## src/hw/lsens_pkg.sv

```systemverilog
// Package: register map, command fields, address and timing constants.
// Assumes: shared by the measurement core and its I2C slave engine.
package lsens_pkg;
   // ----------------------------------------------------------------
   // Register map
   // ----------------------------------------------------------------
   localparam logic [7:0] REG_COMMAND = 8'h00;
   localparam logic [7:0] REG_RES_LO = 8'h01;
   localparam logic [7:0] REG_RES_HI = 8'h02;
   localparam logic [7:0] CMD_RESET_VAL = 8'h00;
   localparam logic [15:0] RESULT_RESET_VAL = 16'h0000;
   localparam int RESTART_ADDR_BIT = 7;
   // ----------------------------------------------------------------
   // Command fields
   // ----------------------------------------------------------------
   localparam int CMD_ENABLE_BIT = 7;
   localparam int CMD_CONT_BIT = 6;
   localparam int CMD_IR_BIT = 5;
   localparam int CMD_TIMING_HI = 4;
   localparam int CMD_TIMING_LO = 2;
   localparam int CMD_RANGE_HI = 1;
   localparam int CMD_RANGE_LO = 0;
   localparam logic [2:0] TIM_INT16 = 3'h0;
   localparam logic [2:0] TIM_INT12 = 3'h1;
   localparam logic [2:0] TIM_INT8 = 3'h2;
   localparam logic [2:0] TIM_INT4 = 3'h3;
   localparam logic [2:0] TIM_EXT_ADC = 3'h4;
   localparam logic [2:0] TIM_EXT_TMR = 3'h5;
   // ----------------------------------------------------------------
   // Slave address, upper six bits fixed, bit 0 from the select pin
   // ----------------------------------------------------------------
   localparam logic [5:0] SLAVE_ADDR_BASE = 6'h22;
   // ----------------------------------------------------------------
   // Timing: core clock 10 MHz, internal oscillator 725 kHz
   // ----------------------------------------------------------------
   localparam int SYS_CLK_KHZ = 10000;
   localparam int OSC_KHZ = 725;
   localparam int OSC_DIV_CYCLES = SYS_CLK_KHZ / OSC_KHZ;
   localparam int INT16_TICKS = 65536;
   localparam int INT12_TICKS = 4096;
   localparam int INT8_TICKS = 256;
   localparam int INT4_TICKS = 16;
endpackage

```

## src/hw/i2c_slave_engine.sv

```systemverilog
// I2C slave bit engine: start/stop detect, address match, byte transfer.
// Assumes: scl/sda inputs already synchronised to sys_clk.
`timescale 1ns/1ps
`default_nettype none
module i2c_slave_engine
   import lsens_pkg::*;
(
   input wire logic sys_clk, // Core clock
   input wire logic reset_n, // Async reset, active low
   input wire logic scl_s, // Synchronised clock line
   input wire logic sda_s, // Synchronised data line
   input wire logic addr_bit0, // Low address bit
   input wire logic [7:0] rd_data, // Byte to send
   output logic sda_oe_n, // Low pulls data line low
   output logic wr_stb, // Received data byte
   output logic [7:0] wr_byte, // Its value
   output logic rd_stb, // Send byte consumed
   output logic first_byte, // Strobe is the first data byte
   output logic stop_det // Stop condition seen
);
   typedef enum logic [2:0] {
      ST_IDLE = 3'b000,
      ST_ADDR = 3'b001,
      ST_ACK = 3'b010,
      ST_WRITE = 3'b011,
      ST_READ = 3'b100,
      ST_RACK = 3'b101
   } i2c_st_e;
   i2c_st_e state_ff;
   logic scl_d_ff, sda_d_ff;
   logic [7:0] shift_ff;
   logic [3:0] cnt_ff;
   logic rnw_ff, first_ff, send_ff;
   logic scl_rise, scl_fall, start_c, stop_c;

   // Line edges and bus conditions
   assign scl_rise = scl_s & ~scl_d_ff;
   assign scl_fall = ~scl_s & scl_d_ff;
   assign start_c = scl_s & scl_d_ff & sda_d_ff & ~sda_s;
   assign stop_c = scl_s & scl_d_ff & ~sda_d_ff & sda_s;

   // Delayed copies
   always_ff @(posedge sys_clk or negedge reset_n) begin
      if (!reset_n) begin
         scl_d_ff <= 1'b1;
         sda_d_ff <= 1'b1;
      end else begin
         scl_d_ff <= scl_s;
         sda_d_ff <= sda_s;
      end
   end

   // Transfer sequencer
   always_ff @(posedge sys_clk or negedge reset_n) begin
      if (!reset_n) begin
         state_ff <= ST_IDLE;
         shift_ff <= 8'h00;
         cnt_ff <= 4'h0;
         rnw_ff <= 1'b0;
         first_ff <= 1'b0;
         send_ff <= 1'b0;
         sda_oe_n <= 1'b1;
         wr_stb <= 1'b0;
         wr_byte <= 8'h00;
         rd_stb <= 1'b0;
         first_byte <= 1'b0;
         stop_det <= 1'b0;
      end else begin
         wr_stb <= 1'b0;
         rd_stb <= 1'b0;
         stop_det <= stop_c;
         if (start_c) begin
            state_ff <= ST_ADDR;
            cnt_ff <= 4'h0;
            sda_oe_n <= 1'b1;
         end else if (stop_c) begin
            state_ff <= ST_IDLE;
            sda_oe_n <= 1'b1;
         end else begin
            unique case (state_ff)
               ST_IDLE: ;
               ST_ADDR: begin
                  if (scl_rise) begin
                     shift_ff <= {shift_ff[6:0], sda_s};
                     cnt_ff <= cnt_ff + 4'h1;
                  end
                  if (scl_fall && cnt_ff == 4'h8) begin
                     // Upper seven bits against own address
                     if (shift_ff[7:1] == {SLAVE_ADDR_BASE, addr_bit0}) begin
                        rnw_ff <= shift_ff[0];
                        first_ff <= 1'b1;
                        sda_oe_n <= 1'b0;
                        state_ff <= ST_ACK;
                     end else begin
                        state_ff <= ST_IDLE;
                     end
                  end
               end
               ST_ACK: begin
                  if (scl_fall) begin
                     cnt_ff <= 4'h0;
                     if (rnw_ff) begin
                        shift_ff <= rd_data;
                        sda_oe_n <= rd_data[7];
                        state_ff <= ST_READ;
                     end else begin
                        sda_oe_n <= 1'b1;
                        state_ff <= ST_WRITE;
                     end
                  end
               end
               ST_WRITE: begin
                  if (scl_rise) begin
                     shift_ff <= {shift_ff[6:0], sda_s};
                     cnt_ff <= cnt_ff + 4'h1;
                  end
                  if (scl_fall && cnt_ff == 4'h8) begin
                     wr_stb <= 1'b1;
                     wr_byte <= shift_ff;
                     first_byte <= first_ff;
                     first_ff <= 1'b0;
                     sda_oe_n <= 1'b0;
                     state_ff <= ST_ACK;
                  end
               end
               ST_READ: begin
                  if (scl_rise) begin
                     cnt_ff <= cnt_ff + 4'h1;
                  end
                  if (scl_fall) begin
                     if (cnt_ff == 4'h8) begin
                        sda_oe_n <= 1'b1;
                        rd_stb <= 1'b1;
                        state_ff <= ST_RACK;
                     end else begin
                        shift_ff <= {shift_ff[6:0], 1'b0};
                        sda_oe_n <= shift_ff[6];
                     end
                  end
               end
               ST_RACK: begin
                  // Master acknowledge low means another byte wanted
                  if (scl_rise) begin
                     send_ff <= ~sda_s;
                  end
                  if (scl_fall) begin
                     if (send_ff) begin
                        cnt_ff <= 4'h0;
                        shift_ff <= rd_data;
                        sda_oe_n <= rd_data[7];
                        state_ff <= ST_READ;
                     end else begin
                        state_ff <= ST_IDLE;
                     end
                  end
               end
               default: state_ff <= ST_IDLE;
            endcase
         end
      end
   end
endmodule // i2c_slave_engine
`default_nettype wire

```

## src/hw/light_sensor_i2c_measurement_ctrl.sv

```systemverilog
// Light sensor control: register file, measurement sequencer, timing.
// Assumes: scl/sda/addr pin are asynchronous; conversion front end
// supplies a charge-balance pulse on photon_pulse, counted here per array.
`timescale 1ns/1ps
`default_nettype none
// Contract
// - Address 1000100 or 1000101 by select pin
// - Match upper seven bits, last is direction
// - Master drives clock, either drives data
// - Receiver pulls data low on acknowledge
// - Three 8-bit registers resetting to 00h
// - Command holds value, sets operation
// - Data registers read-only, latest result
// - 01h low byte, 02h high byte
// - Start powered down, data zero
// - One-shot converts then powers down
// - Continuous overwrites with each result
// - Power-down command stops measuring
// - Internal timing 16/12/8/4-bit counter
// - External period between two restarts
// - Address bit 7 write restarts integration; code does so in external timing modes only
// - One converter, command selects array
// - Full-scale range programmable over bus
// - Bit 7 enables, zero powers down
// - Bit 6 one-shot or continuous
// - Bit 5 ambient or infrared
// - Bits 4:2 timing mode and output
module light_sensor_i2c_measurement_ctrl
   import lsens_pkg::*;
#(
   parameter int OSC_DIV = OSC_DIV_CYCLES, // Core cycles per osc tick
   parameter int ADC_W = 16 // Converter width
) (
   input wire logic sys_clk, // Core clock 10 MHz
   input wire logic reset_n, // Async reset, active low
   input wire logic scl_i, // Bus clock in
   input wire logic sda_i, // Bus data in
   output logic sda_o, // Bus data out, always low
   output logic sda_oe_n, // Low drives data low
   input wire logic addr_select_pin, // Address low bit strap
   input wire logic photon_pulse, // Charge-balance pulse from front end
   output logic ir_select, // High selects infrared array
   output logic [1:0] fullscale_sel, // Range to front end
   output logic sense_active // Front end powered
);
   // ----------------------------------------------------------------
   // Elaboration checks
   // ----------------------------------------------------------------
   if (OSC_DIV < 1) begin : g_chk_div
      $error("OSC_DIV must be at least one");
   end
   if (ADC_W != 16) begin : g_chk_w
      $error("ADC_W must be 16");
   end

   typedef enum logic [1:0] {
      MS_OFF = 2'b00,
      MS_RUN = 2'b01,
      MS_DONE = 2'b10
   } meas_st_e;

   // ----------------------------------------------------------------
   // Input synchronisers
   // ----------------------------------------------------------------
   logic [2:0] scl_sy_ff, sda_sy_ff, a0_sy_ff, ph_sy_ff;
   logic scl_f_ff, sda_f_ff, a0_f_ff, ph_f_ff, ph_prev_ff;

   // Three stages; change taken once last two agree
   always_ff @(posedge sys_clk or negedge reset_n) begin
      if (!reset_n) begin
         scl_sy_ff <= 3'h7;
         sda_sy_ff <= 3'h7;
         a0_sy_ff <= 3'h0;
         ph_sy_ff <= 3'h0;
         scl_f_ff <= 1'b1;
         sda_f_ff <= 1'b1;
         a0_f_ff <= 1'b0;
         ph_f_ff <= 1'b0;
         ph_prev_ff <= 1'b0;
      end else begin
         scl_sy_ff <= {scl_sy_ff[1:0], scl_i};
         sda_sy_ff <= {sda_sy_ff[1:0], sda_i};
         a0_sy_ff <= {a0_sy_ff[1:0], addr_select_pin};
         ph_sy_ff <= {ph_sy_ff[1:0], photon_pulse};
         if (scl_sy_ff[2] == scl_sy_ff[1]) scl_f_ff <= scl_sy_ff[2];
         if (sda_sy_ff[2] == sda_sy_ff[1]) sda_f_ff <= sda_sy_ff[2];
         if (a0_sy_ff[2] == a0_sy_ff[1]) a0_f_ff <= a0_sy_ff[2];
         if (ph_sy_ff[2] == ph_sy_ff[1]) ph_f_ff <= ph_sy_ff[2];
         ph_prev_ff <= ph_f_ff;
      end
   end

   // ----------------------------------------------------------------
   // Bus engine
   // ----------------------------------------------------------------
   logic wr_stb, rd_stb, first_byte, stop_det, eng_oe_n;
   logic [7:0] wr_byte;
   logic [7:0] rd_mux;
   logic [7:0] ptr_ff;
   logic [7:0] cmd_ff;
   logic [15:0] result_ff;
   logic [15:0] rd_snap_ff;

   i2c_slave_engine u_eng (
      .sys_clk(sys_clk),
      .reset_n(reset_n),
      .scl_s(scl_f_ff),
      .sda_s(sda_f_ff),
      .addr_bit0(a0_f_ff),
      .rd_data(rd_mux),
      .sda_oe_n(eng_oe_n),
      .wr_stb(wr_stb),
      .wr_byte(wr_byte),
      .rd_stb(rd_stb),
      .first_byte(first_byte),
      .stop_det(stop_det)
   );

   // Open-drain data line, registered
   always_ff @(posedge sys_clk or negedge reset_n) begin
      if (!reset_n) begin
         sda_o <= 1'b0;
         sda_oe_n <= 1'b1;
      end else begin
         sda_o <= 1'b0;
         sda_oe_n <= eng_oe_n;
      end
   end

   // ----------------------------------------------------------------
   // Register file
   // ----------------------------------------------------------------
   logic restart_stb;

   // Read mux, high byte from snapshot so low/high pair match
   always_comb begin
      unique case (ptr_ff)
         REG_COMMAND: rd_mux = cmd_ff;
         REG_RES_LO: rd_mux = result_ff[7:0];
         REG_RES_HI: rd_mux = rd_snap_ff[15:8];
         default: rd_mux = 8'h00;
      endcase
   end

   // Pointer, command write, restart strobe
   always_ff @(posedge sys_clk or negedge reset_n) begin
      if (!reset_n) begin
         ptr_ff <= 8'h00;
         cmd_ff <= CMD_RESET_VAL;
         restart_stb <= 1'b0;
      end else begin
         restart_stb <= 1'b0;
         if (wr_stb && first_byte) begin
            if (wr_byte[RESTART_ADDR_BIT]) begin
               restart_stb <= 1'b1;
            end else begin
               ptr_ff <= wr_byte;
            end
         end else if (wr_stb) begin
            // Only command takes writes; data read-only
            if (ptr_ff == REG_COMMAND) cmd_ff <= wr_byte;
            ptr_ff <= ptr_ff + 8'h01;
         end else if (rd_stb) begin
            ptr_ff <= ptr_ff + 8'h01;
         end
      end
   end

   // Snapshot taken when any byte is sent or a stop is seen
   always_ff @(posedge sys_clk or negedge reset_n) begin
      if (!reset_n) begin
         rd_snap_ff <= RESULT_RESET_VAL;
      end else if (rd_stb && ptr_ff == REG_RES_LO) begin
         rd_snap_ff <= result_ff;
      end else if (rd_stb || stop_det) begin
         rd_snap_ff <= result_ff;
      end
   end

   // ----------------------------------------------------------------
   // Measurement sequencer
   // ----------------------------------------------------------------
   meas_st_e mst_ff;
   logic [2:0] timing;
   logic ext_mode, cmd_write;
   logic [$clog2(OSC_DIV+1)-1:0] div_ff;
   logic osc_tick;
   logic [16:0] tick_ff;
   logic [16:0] tick_limit;
   logic [15:0] adc_ff;
   logic [15:0] tmr_ff;
   logic conv_end;

   assign timing = cmd_ff[CMD_TIMING_HI:CMD_TIMING_LO];
   assign ext_mode = timing[2];
   assign cmd_write = wr_stb && !first_byte && ptr_ff == REG_COMMAND;

   // Internal period per resolution code
   always_comb begin
      unique case (timing[1:0])
         2'b00: tick_limit = 17'(INT16_TICKS);
         2'b01: tick_limit = 17'(INT12_TICKS);
         2'b10: tick_limit = 17'(INT8_TICKS);
         2'b11: tick_limit = 17'(INT4_TICKS);
      endcase
   end

   // End of conversion: counter full or restart strobe
   assign conv_end = mst_ff == MS_RUN &&
      (ext_mode ? restart_stb : (osc_tick && tick_ff + 17'h1 == tick_limit));

   // Oscillator tick divider
   always_ff @(posedge sys_clk or negedge reset_n) begin
      if (!reset_n) begin
         div_ff <= '0;
      end else if (div_ff == ($clog2(OSC_DIV+1))'(OSC_DIV - 1)) begin
         div_ff <= '0;
      end else begin
         div_ff <= div_ff + 1'b1;
      end
   end
   assign osc_tick = div_ff == ($clog2(OSC_DIV+1))'(OSC_DIV - 1);

   // State: off, running, done
   always_ff @(posedge sys_clk or negedge reset_n) begin
      if (!reset_n) begin
         mst_ff <= MS_OFF;
      end else if (!cmd_ff[CMD_ENABLE_BIT]) begin
         mst_ff <= MS_OFF;
      end else if (cmd_write) begin
         mst_ff <= MS_RUN;
      end else if (conv_end && !cmd_ff[CMD_CONT_BIT]) begin
         mst_ff <= MS_DONE;
      end else if (mst_ff == MS_OFF) begin
         mst_ff <= MS_RUN;
      end
   end

   // Integration counters, cleared at each period start
   always_ff @(posedge sys_clk or negedge reset_n) begin
      if (!reset_n) begin
         tick_ff <= 17'h0;
         adc_ff <= 16'h0;
         tmr_ff <= 16'h0;
      end else if (mst_ff != MS_RUN || conv_end || cmd_write ||
                   (ext_mode && restart_stb)) begin
         tick_ff <= 17'h0;
         adc_ff <= 16'h0;
         tmr_ff <= 16'h0;
      end else begin
         if (osc_tick) begin
            tick_ff <= tick_ff + 17'h1;
            if (tmr_ff != 16'hffff) tmr_ff <= tmr_ff + 16'h1;
         end
         if (ph_f_ff && !ph_prev_ff && adc_ff != 16'hffff) begin
            adc_ff <= adc_ff + 16'h1;
         end
      end
   end

   // Result, both bytes in one write
   always_ff @(posedge sys_clk or negedge reset_n) begin
      if (!reset_n) begin
         result_ff <= RESULT_RESET_VAL;
      end else if (conv_end) begin
         if (timing == TIM_EXT_TMR) begin
            result_ff <= tmr_ff;
         end else begin
            result_ff <= adc_ff;
         end
      end
   end

   // Front end controls
   always_ff @(posedge sys_clk or negedge reset_n) begin
      if (!reset_n) begin
         ir_select <= 1'b0;
         fullscale_sel <= 2'b00;
         sense_active <= 1'b0;
      end else begin
         ir_select <= cmd_ff[CMD_IR_BIT];
         fullscale_sel <= cmd_ff[CMD_RANGE_HI:CMD_RANGE_LO];
         sense_active <= mst_ff == MS_RUN;
      end
   end
endmodule // light_sensor_i2c_measurement_ctrl
`default_nettype wire

```

## config.mk

```make
export PLATFORM = sky130hd
export DESIGN_NAME = light_sensor_i2c_measurement_ctrl
export DESIGN_NICKNAME = d
export VERILOG_FILES = /design/src/hw/lsens_pkg.sv /design/src/hw/i2c_slave_engine.sv /design/src/hw/light_sensor_i2c_measurement_ctrl.sv
export SDC_FILE = /design/constraint.sdc
export NUM_CORES = 1
export LEC_CHECK = 0
export BUFFER_PORTS_ARGS = -buffer_cell sky130_fd_sc_hd__buf_4
export CORE_MARGIN = 1.5
export CORE_UTILIZATION = 63
export CTS_CLUSTER_DIAMETER = 50
export DETAILED_ROUTE_END_ITERATION = 7
export HOLD_SLACK_MARGIN = 0.15
export PLACE_DENSITY = 0.8
export REMOVE_ABC_BUFFERS = 1
export SYNTH_ARGS = -nofsm -noshare
export SYNTH_HDL_FRONTEND = slang
export SYNTH_SLANG_ARGS = --single-unit
```

## constraint.sdc

```tcl
create_clock -name sys_clk -period 2.85 [get_ports sys_clk]
set_clock_uncertainty 0.05 [all_clocks]
set_input_delay 0.285 -clock sys_clk [delete_from_list [all_inputs] [get_ports sys_clk]]
set_output_delay 0.285 -clock sys_clk [all_outputs]
set_load 0.1 [all_outputs]
```

# == After elaboration in Yosys (flattened, before gate mapping) ==
# Index checks and enable logic that the tools add are counted.
# word_totals
out_inout_bits,6
inputBits,6
reg_bits,159
# classes
eq_ne,49
addsub,6
n_reduce_logical,44
bitwise,14
n_mux,75
# op_table
op,n
$mux W16,8
$mux W8,11
$pmux W17 S4,1
$ne A4 B1 Y1 const B,9
$mux W17,2
$add A16 B1 Y16 const B,2
$ne A16 B16 Y1 const B,2
$pmux W8 S4,1
$mux W3,10
$mux W4,7
$mux W1,25
$pmux W8 S3,1
$ne A2 B1 Y1 const B,11
$pmux W3 S6,1
$add A17 B1 Y17 const B,1
$eq A17 B17 Y1,1
$ne A3 B1 Y1 const B,5
$pmux W4 S3,1
$reduce_and A6 Y1,2
$logic_and A1 B1 Y1,11
$mux W2,5
$reduce_and A10 Y1,1
$reduce_bool A2 Y1,5
$eq A3 B3 Y1 const B,3
32 further kinds,62

# == Longest topological paths before layout ==
# logic_depth
ltp_word,11
depth_mapped,12

# == By module ==
# A second synthesis with hierarchy kept.
# unflattened
hier_cells,761
area_unflattened_um2,7821.3
# modules_own_cells
mod,area_each_um2,seq_area_each_um2,n_inst,cells_each
light_sensor_i2c_measurement_ctrl,5962.0,2964.1,1,575
i2c_slave_engine,1859.3,829.5,1,186

# == Least setup slack after synthesis ==
# Ideal clock, no wire load.
# synth_path
kind,reg-to-reg
from,reg tick_ff[0]
to,reg result_ff[10]
arrival_time_ns,2.337
n_path_buf,2
t_required_ns,2.675
path_slack_ns,0.338
synth_period_minus_slack_ns,2.512
stages_incl_launch_ff,11
cell_sequence,dfrtp_1 -> ha_1 -> nand3_1 -> buf_2 -> o21ai_0 -> nor4b_1 -> nand4_1 -> nor4b_1 -> o21ai_2 -> buf_6 -> mux2_2
# synth_via
elab_chain_cells,5
# synth_lines
element,line_no,source
start: declaration,light_sensor_i2c_measurement_ctrl.sv:188,logic [16:0] tick_ff;
start signal: assignment,light_sensor_i2c_measurement_ctrl.sv:252,tick_ff <= tick_ff + 17'h1;
$add A17 B1 Y17,light_sensor_i2c_measurement_ctrl.sv:210,(ext_mode ? restart_stb : (osc_tick && tick_ff + 17'h1 == tick_limit));
$eq A17 B17 Y1,light_sensor_i2c_measurement_ctrl.sv:210,
$logic_and A1 B1 Y1,light_sensor_i2c_measurement_ctrl.sv:210,
$mux W1,light_sensor_i2c_measurement_ctrl.sv:210,
$logic_and A1 B1 Y1,light_sensor_i2c_measurement_ctrl.sv:209,assign conv_end = mst_ff == MS_RUN &&
end signal: assignment,light_sensor_i2c_measurement_ctrl.sv:267,result_ff <= tmr_ff;
end: declaration,light_sensor_i2c_measurement_ctrl.sv:101,logic [15:0] result_ff;
# Every way passes these cells.
# A chain may end at the register's enable or synchronous reset.

# == Final worst setup path ==
# layout_path
from,reg tick_ff[6]
to,reg result_ff[1]
# The elaborated chain is that of the path after synthesis.

==> impl_metrics.toml <==
[route]
antenna_violating_nets_post_route = 0
dr_total_vias = 5540
drtIter0Drc = 515
drc = 0
avgViaCountPerCell = 6.13
drt-pass1-iter-count = 8
drt_wl_total_um = 15300
routed_wire_length_per_instance_um = 16.9

[placed_design]
placed_area_um2 = 7740
port_buffers = 10
placedCellCount = 866
detailedPlace.worstSlack_ps = 25.7
dp_hpwl_um = 10400
gpl.final_weighted_congestion = 0.908

[power]
power.total_uw = 4810
power.density_cell_area_nw_per_um2 = 572
power.static_leakage_uw = 0.00362
vdd.ir_drop.worst_v = 0.000520

[timing]
setup_viol = 0
finalCriticalPeriod_ps = 2710
timing_hold_violations_final = 0
timing.hold.ws_ps = 299
timing.slew.headroom_pct = 54.7
fmaxAchievable_mhz = 369
worstMarginPinSlew_ps = 674
timing.final.crit_share_pct = 95.1
slew_violations = 0
worst_slack_ps = 141

[layout]
area.growth.synth_to_final_pct = 11.9
layout.nets = 766
final_layout_size_suffix_gt1_share_pct = 18.0
post_layout_nonfiller_instances = 904
postLayoutCellArea_um2 = 8410
antenna_cells_inserted = 0

[floorplanning]
floorplan.die.width_um = 112
boundaryPins = 12
placement_rows = 39
effective_utilization_at_floorplan_pct = 65.3
die_h_um = 112
fp.coreArea_um2 = 11500
full_die_area_um2 = 12600

[worst_hold_path]
hold_critical_path_depth = 0
hold_class = "reg -> reg"
hold_path.startpoint = "ph_sy_ff[0]$_DFF_PN0_"
worst_hold_endpoint = "ph_sy_ff[1]$_DFF_PN0_"

[cts]
cts_num_sinks = 151
cts_htree_levels = 4
reg_clk_slew_reported_paths_ps = 60
tritoncts = "built"
clock_latency_ps = 430
cts-root-to-sink-buffers = 2
cts_buffers = 17
ctsRootBufferMaster = "sky130_fd_sc_hd__clkbuf_16"

[critical_path]
worstPathCellList = "nand4_4 -> o41a_1 -> a31oi_1 -> nor3b_1 -> nor4b_2 -> o21ai_4 -> mux2_2"
maximum_net_fanout_on_the_critical_path = 16
critical_path.n_buffers_inverters = 0
path_delay_family = "compound AO/OA/AOI/OAI gates"
rrSetupSlack_ps = 140
worstSetupPathDepth = 7
crit-reg2reg-capture = "result_ff[1]$_DFFE_PN0P_"
r2r.worst_path.cells = 7
timing_worst_setup_path_type = "reg -> reg"
timing.critical_path.from_type = "flip-flop"
worst_path_max_delay_cell = "sky130_fd_sc_hd__dfrtp_1"
worst-endpoint-required_ps = 3110
worst-endpoint-arrival_ps = 2970
worstSetupStartpoint = "tick_ff[6]$_DFFE_PN0P_"
max_stage_delay_ps = 500
sort_of_element_at_the_end_of_the_critical_path = "flip-flop"
regToRegStartpoint = "tick_ff[6]$_DFFE_PN0P_"

[synth]
number_of_synthesized_flops_with_an_enable_pin = 0
yosys.area.top_type_share_pct = 46.3
post_syn_area_um2 = 7520
ys_seq_area_share_pct = 50.5
post-synth-top-area-cell = "sky130_fd_sc_hd__dfrtp_1"
synthArstFlopShare_pct = 100
yosysUniqueCellTypes = 66
netlist_instances = 731
postSynthAreaPerCell_um2 = 10.3
warning_count_from_the_yosys_run = 0
area_contributors_post_synth = "sky130_fd_sc_hd__dfrtp_1, sky130_fd_sc_hd__mux2_2, sky130_fd_sc_hd__nor2_1"
postSynth.topFlopCell = "sky130_fd_sc_hd__dfrtp_1"
ys_ff_latch = 151

[grt]
grt_pass1_vias = 5368
grt_max_degree = 59
remaining_overflow_grt = 0
antenna_found_initial = 0
groute.usage.overall_pct = 26.2
wire_length_of_the_first_global_routing_pass_um = 25900

[status]
outcome = "finished clean"

[job]
max_cap_violations = 0
==> worst max-delay path by stage <==
| stage | slack (ps) | end |
|---|---|---|
| 6_report | 140 | result_ff[1]$_DFFE_PN0P_ |
| 4_1_cts | 50 | adc_ff[5]$_DFFE_PN0P_ |
| 2_1_floorplan | -230 | tmr_ff[2]$_DFFE_PN0P_ |
| 3_5_place_dp | 30 | result_ff[1]$_DFFE_PN0P_ |
| 5_1_grt | -20 | tmr_ff[14]$_DFFE_PN0P_ |
| 3_3_place_gp | 140 | result_ff[12]$_DFFE_PN0P_ |
==> layout by cell type, fill, tap and decap left out, drive strengths merged, types with 13 or more instances in the layout <==
cell type,instances
a21oi,41
buf,26
clkbuf,19
dfrtp,139
inv,25
mux2,57
nand2,54
nand3,31
nand4,13
nor2,92
nor3,24
o21ai,25
xnor2,25
xor2,29
==> per-stage QoR <==
step                      setup TNS (ps)  util [%]
after floorplan                    -9320         -
after global placement                 0      67.2
after detailed placement               0      67.2
after CTS                              0      72.8
after global routing               -18.4      73.1
final                                  0      73.1
==> cells by family after synthesis <==
group                      after synthesis  synth area share (%)
DFF                                    151                  50.5
adders and majority gates               16                  2.53
AOI/OAI and AO/OA                      118                  10.1
muxes                                   58                  8.67
and+or+nand+nor                        278                  18.5
other                                    1                0.0499
buffers and inverters                   55                  3.39
xor gates and xnor gates                54                  6.29
==> repair_timing <==
action                     4_1_cts  5_1_grt
hold endpoints to repair        60        0
setup buffers                    0        1
resized for setup                2        4
pin swaps                        0        0
hold buffers                     5        0
setup endpoints to repair        8       65
==> Yosys cell counts, types with 3 or more instances <==
cell,instances
sky130_fd_sc_hd__nor2_1,92
sky130_fd_sc_hd__a222oi_1,8
sky130_fd_sc_hd__nand3_1,31
sky130_fd_sc_hd__nor4b_1,3
sky130_fd_sc_hd__nand2_1,54
sky130_fd_sc_hd__dfstp_2,12
sky130_fd_sc_hd__nor4_1,4
sky130_fd_sc_hd__mux2_2,57
sky130_fd_sc_hd__nand4_1,11
sky130_fd_sc_hd__a211oi_1,3
sky130_fd_sc_hd__dfrtp_1,139
sky130_fd_sc_hd__o22ai_1,11
sky130_fd_sc_hd__xnor2_1,25
sky130_fd_sc_hd__nor2b_1,9
sky130_fd_sc_hd__o21ai_0,23
sky130_fd_sc_hd__buf_2,8
sky130_fd_sc_hd__o211ai_1,3
sky130_fd_sc_hd__nor3_1,24
sky130_fd_sc_hd__and2_1,9
sky130_fd_sc_hd__inv_1,22
sky130_fd_sc_hd__xor2_1,29
sky130_fd_sc_hd__ha_1,12
sky130_fd_sc_hd__a21oi_1,41
sky130_fd_sc_hd__and3_1,7
sky130_fd_sc_hd__buf_4,4
sky130_fd_sc_hd__maj3_1,4
sky130_fd_sc_hd__a22oi_1,3
sky130_fd_sc_hd__a31oi_1,5
sky130_fd_sc_hd__nand4b_1,4
sky130_fd_sc_hd__and4_1,9
sky130_fd_sc_hd__clkbuf_1,15
sky130_fd_sc_hd__nand2b_1,7
sky130_fd_sc_hd__buf_6,3
==> final cells by class <==
type                       count  area, µm²
clock buffer                  19        433
fill                         780       3100
clock inverter                13        148
timing repair buffer          31        274
sequential                   151       3790
tap                          143        179
inverter                      22       82.6
multi-input combinational    525       3500
==> routing by layer <==
layer | GRT usage, % | up-vias | wire [µm]
met5 | 0 | - | 0
met4 | 9.45 | 0 | 320
met3 | 6.59 | 37 | 733
met2 | 41.8 | 158 | 7410
met1 | 35.2 | 2716 | 6860
li1 | - | 2629 | -
==> power by group <==
group	total, µW	leakage, µW	internal [µW]	switching [µW]
logic	266	0.00132	90.1	176
clock network	2200	0.000276	1300	901
registers	2340	0.00203	2250	93.1
total	4810	0.00362	3640	1170
==> flip-flops by register name, summed over array words and instances, names as in the netlist, 2 cells and up <==
name,cells
rd_snap_ff,8
result_ff,16
ph_sy_ff,3
ptr_ff,8
mst_ff,2
tick_ff,17
u_eng.state_ff,3
div_ff,4
u_eng.cnt_ff,4
scl_sy_ff,3
u_eng.shift_ff,8
u_eng.wr_byte,8
adc_ff,16
sda_sy_ff,3
cmd_ff,8
tmr_ff,16
a0_sy_ff,3
fullscale_sel,2
(Power assumes the default switching activity.)
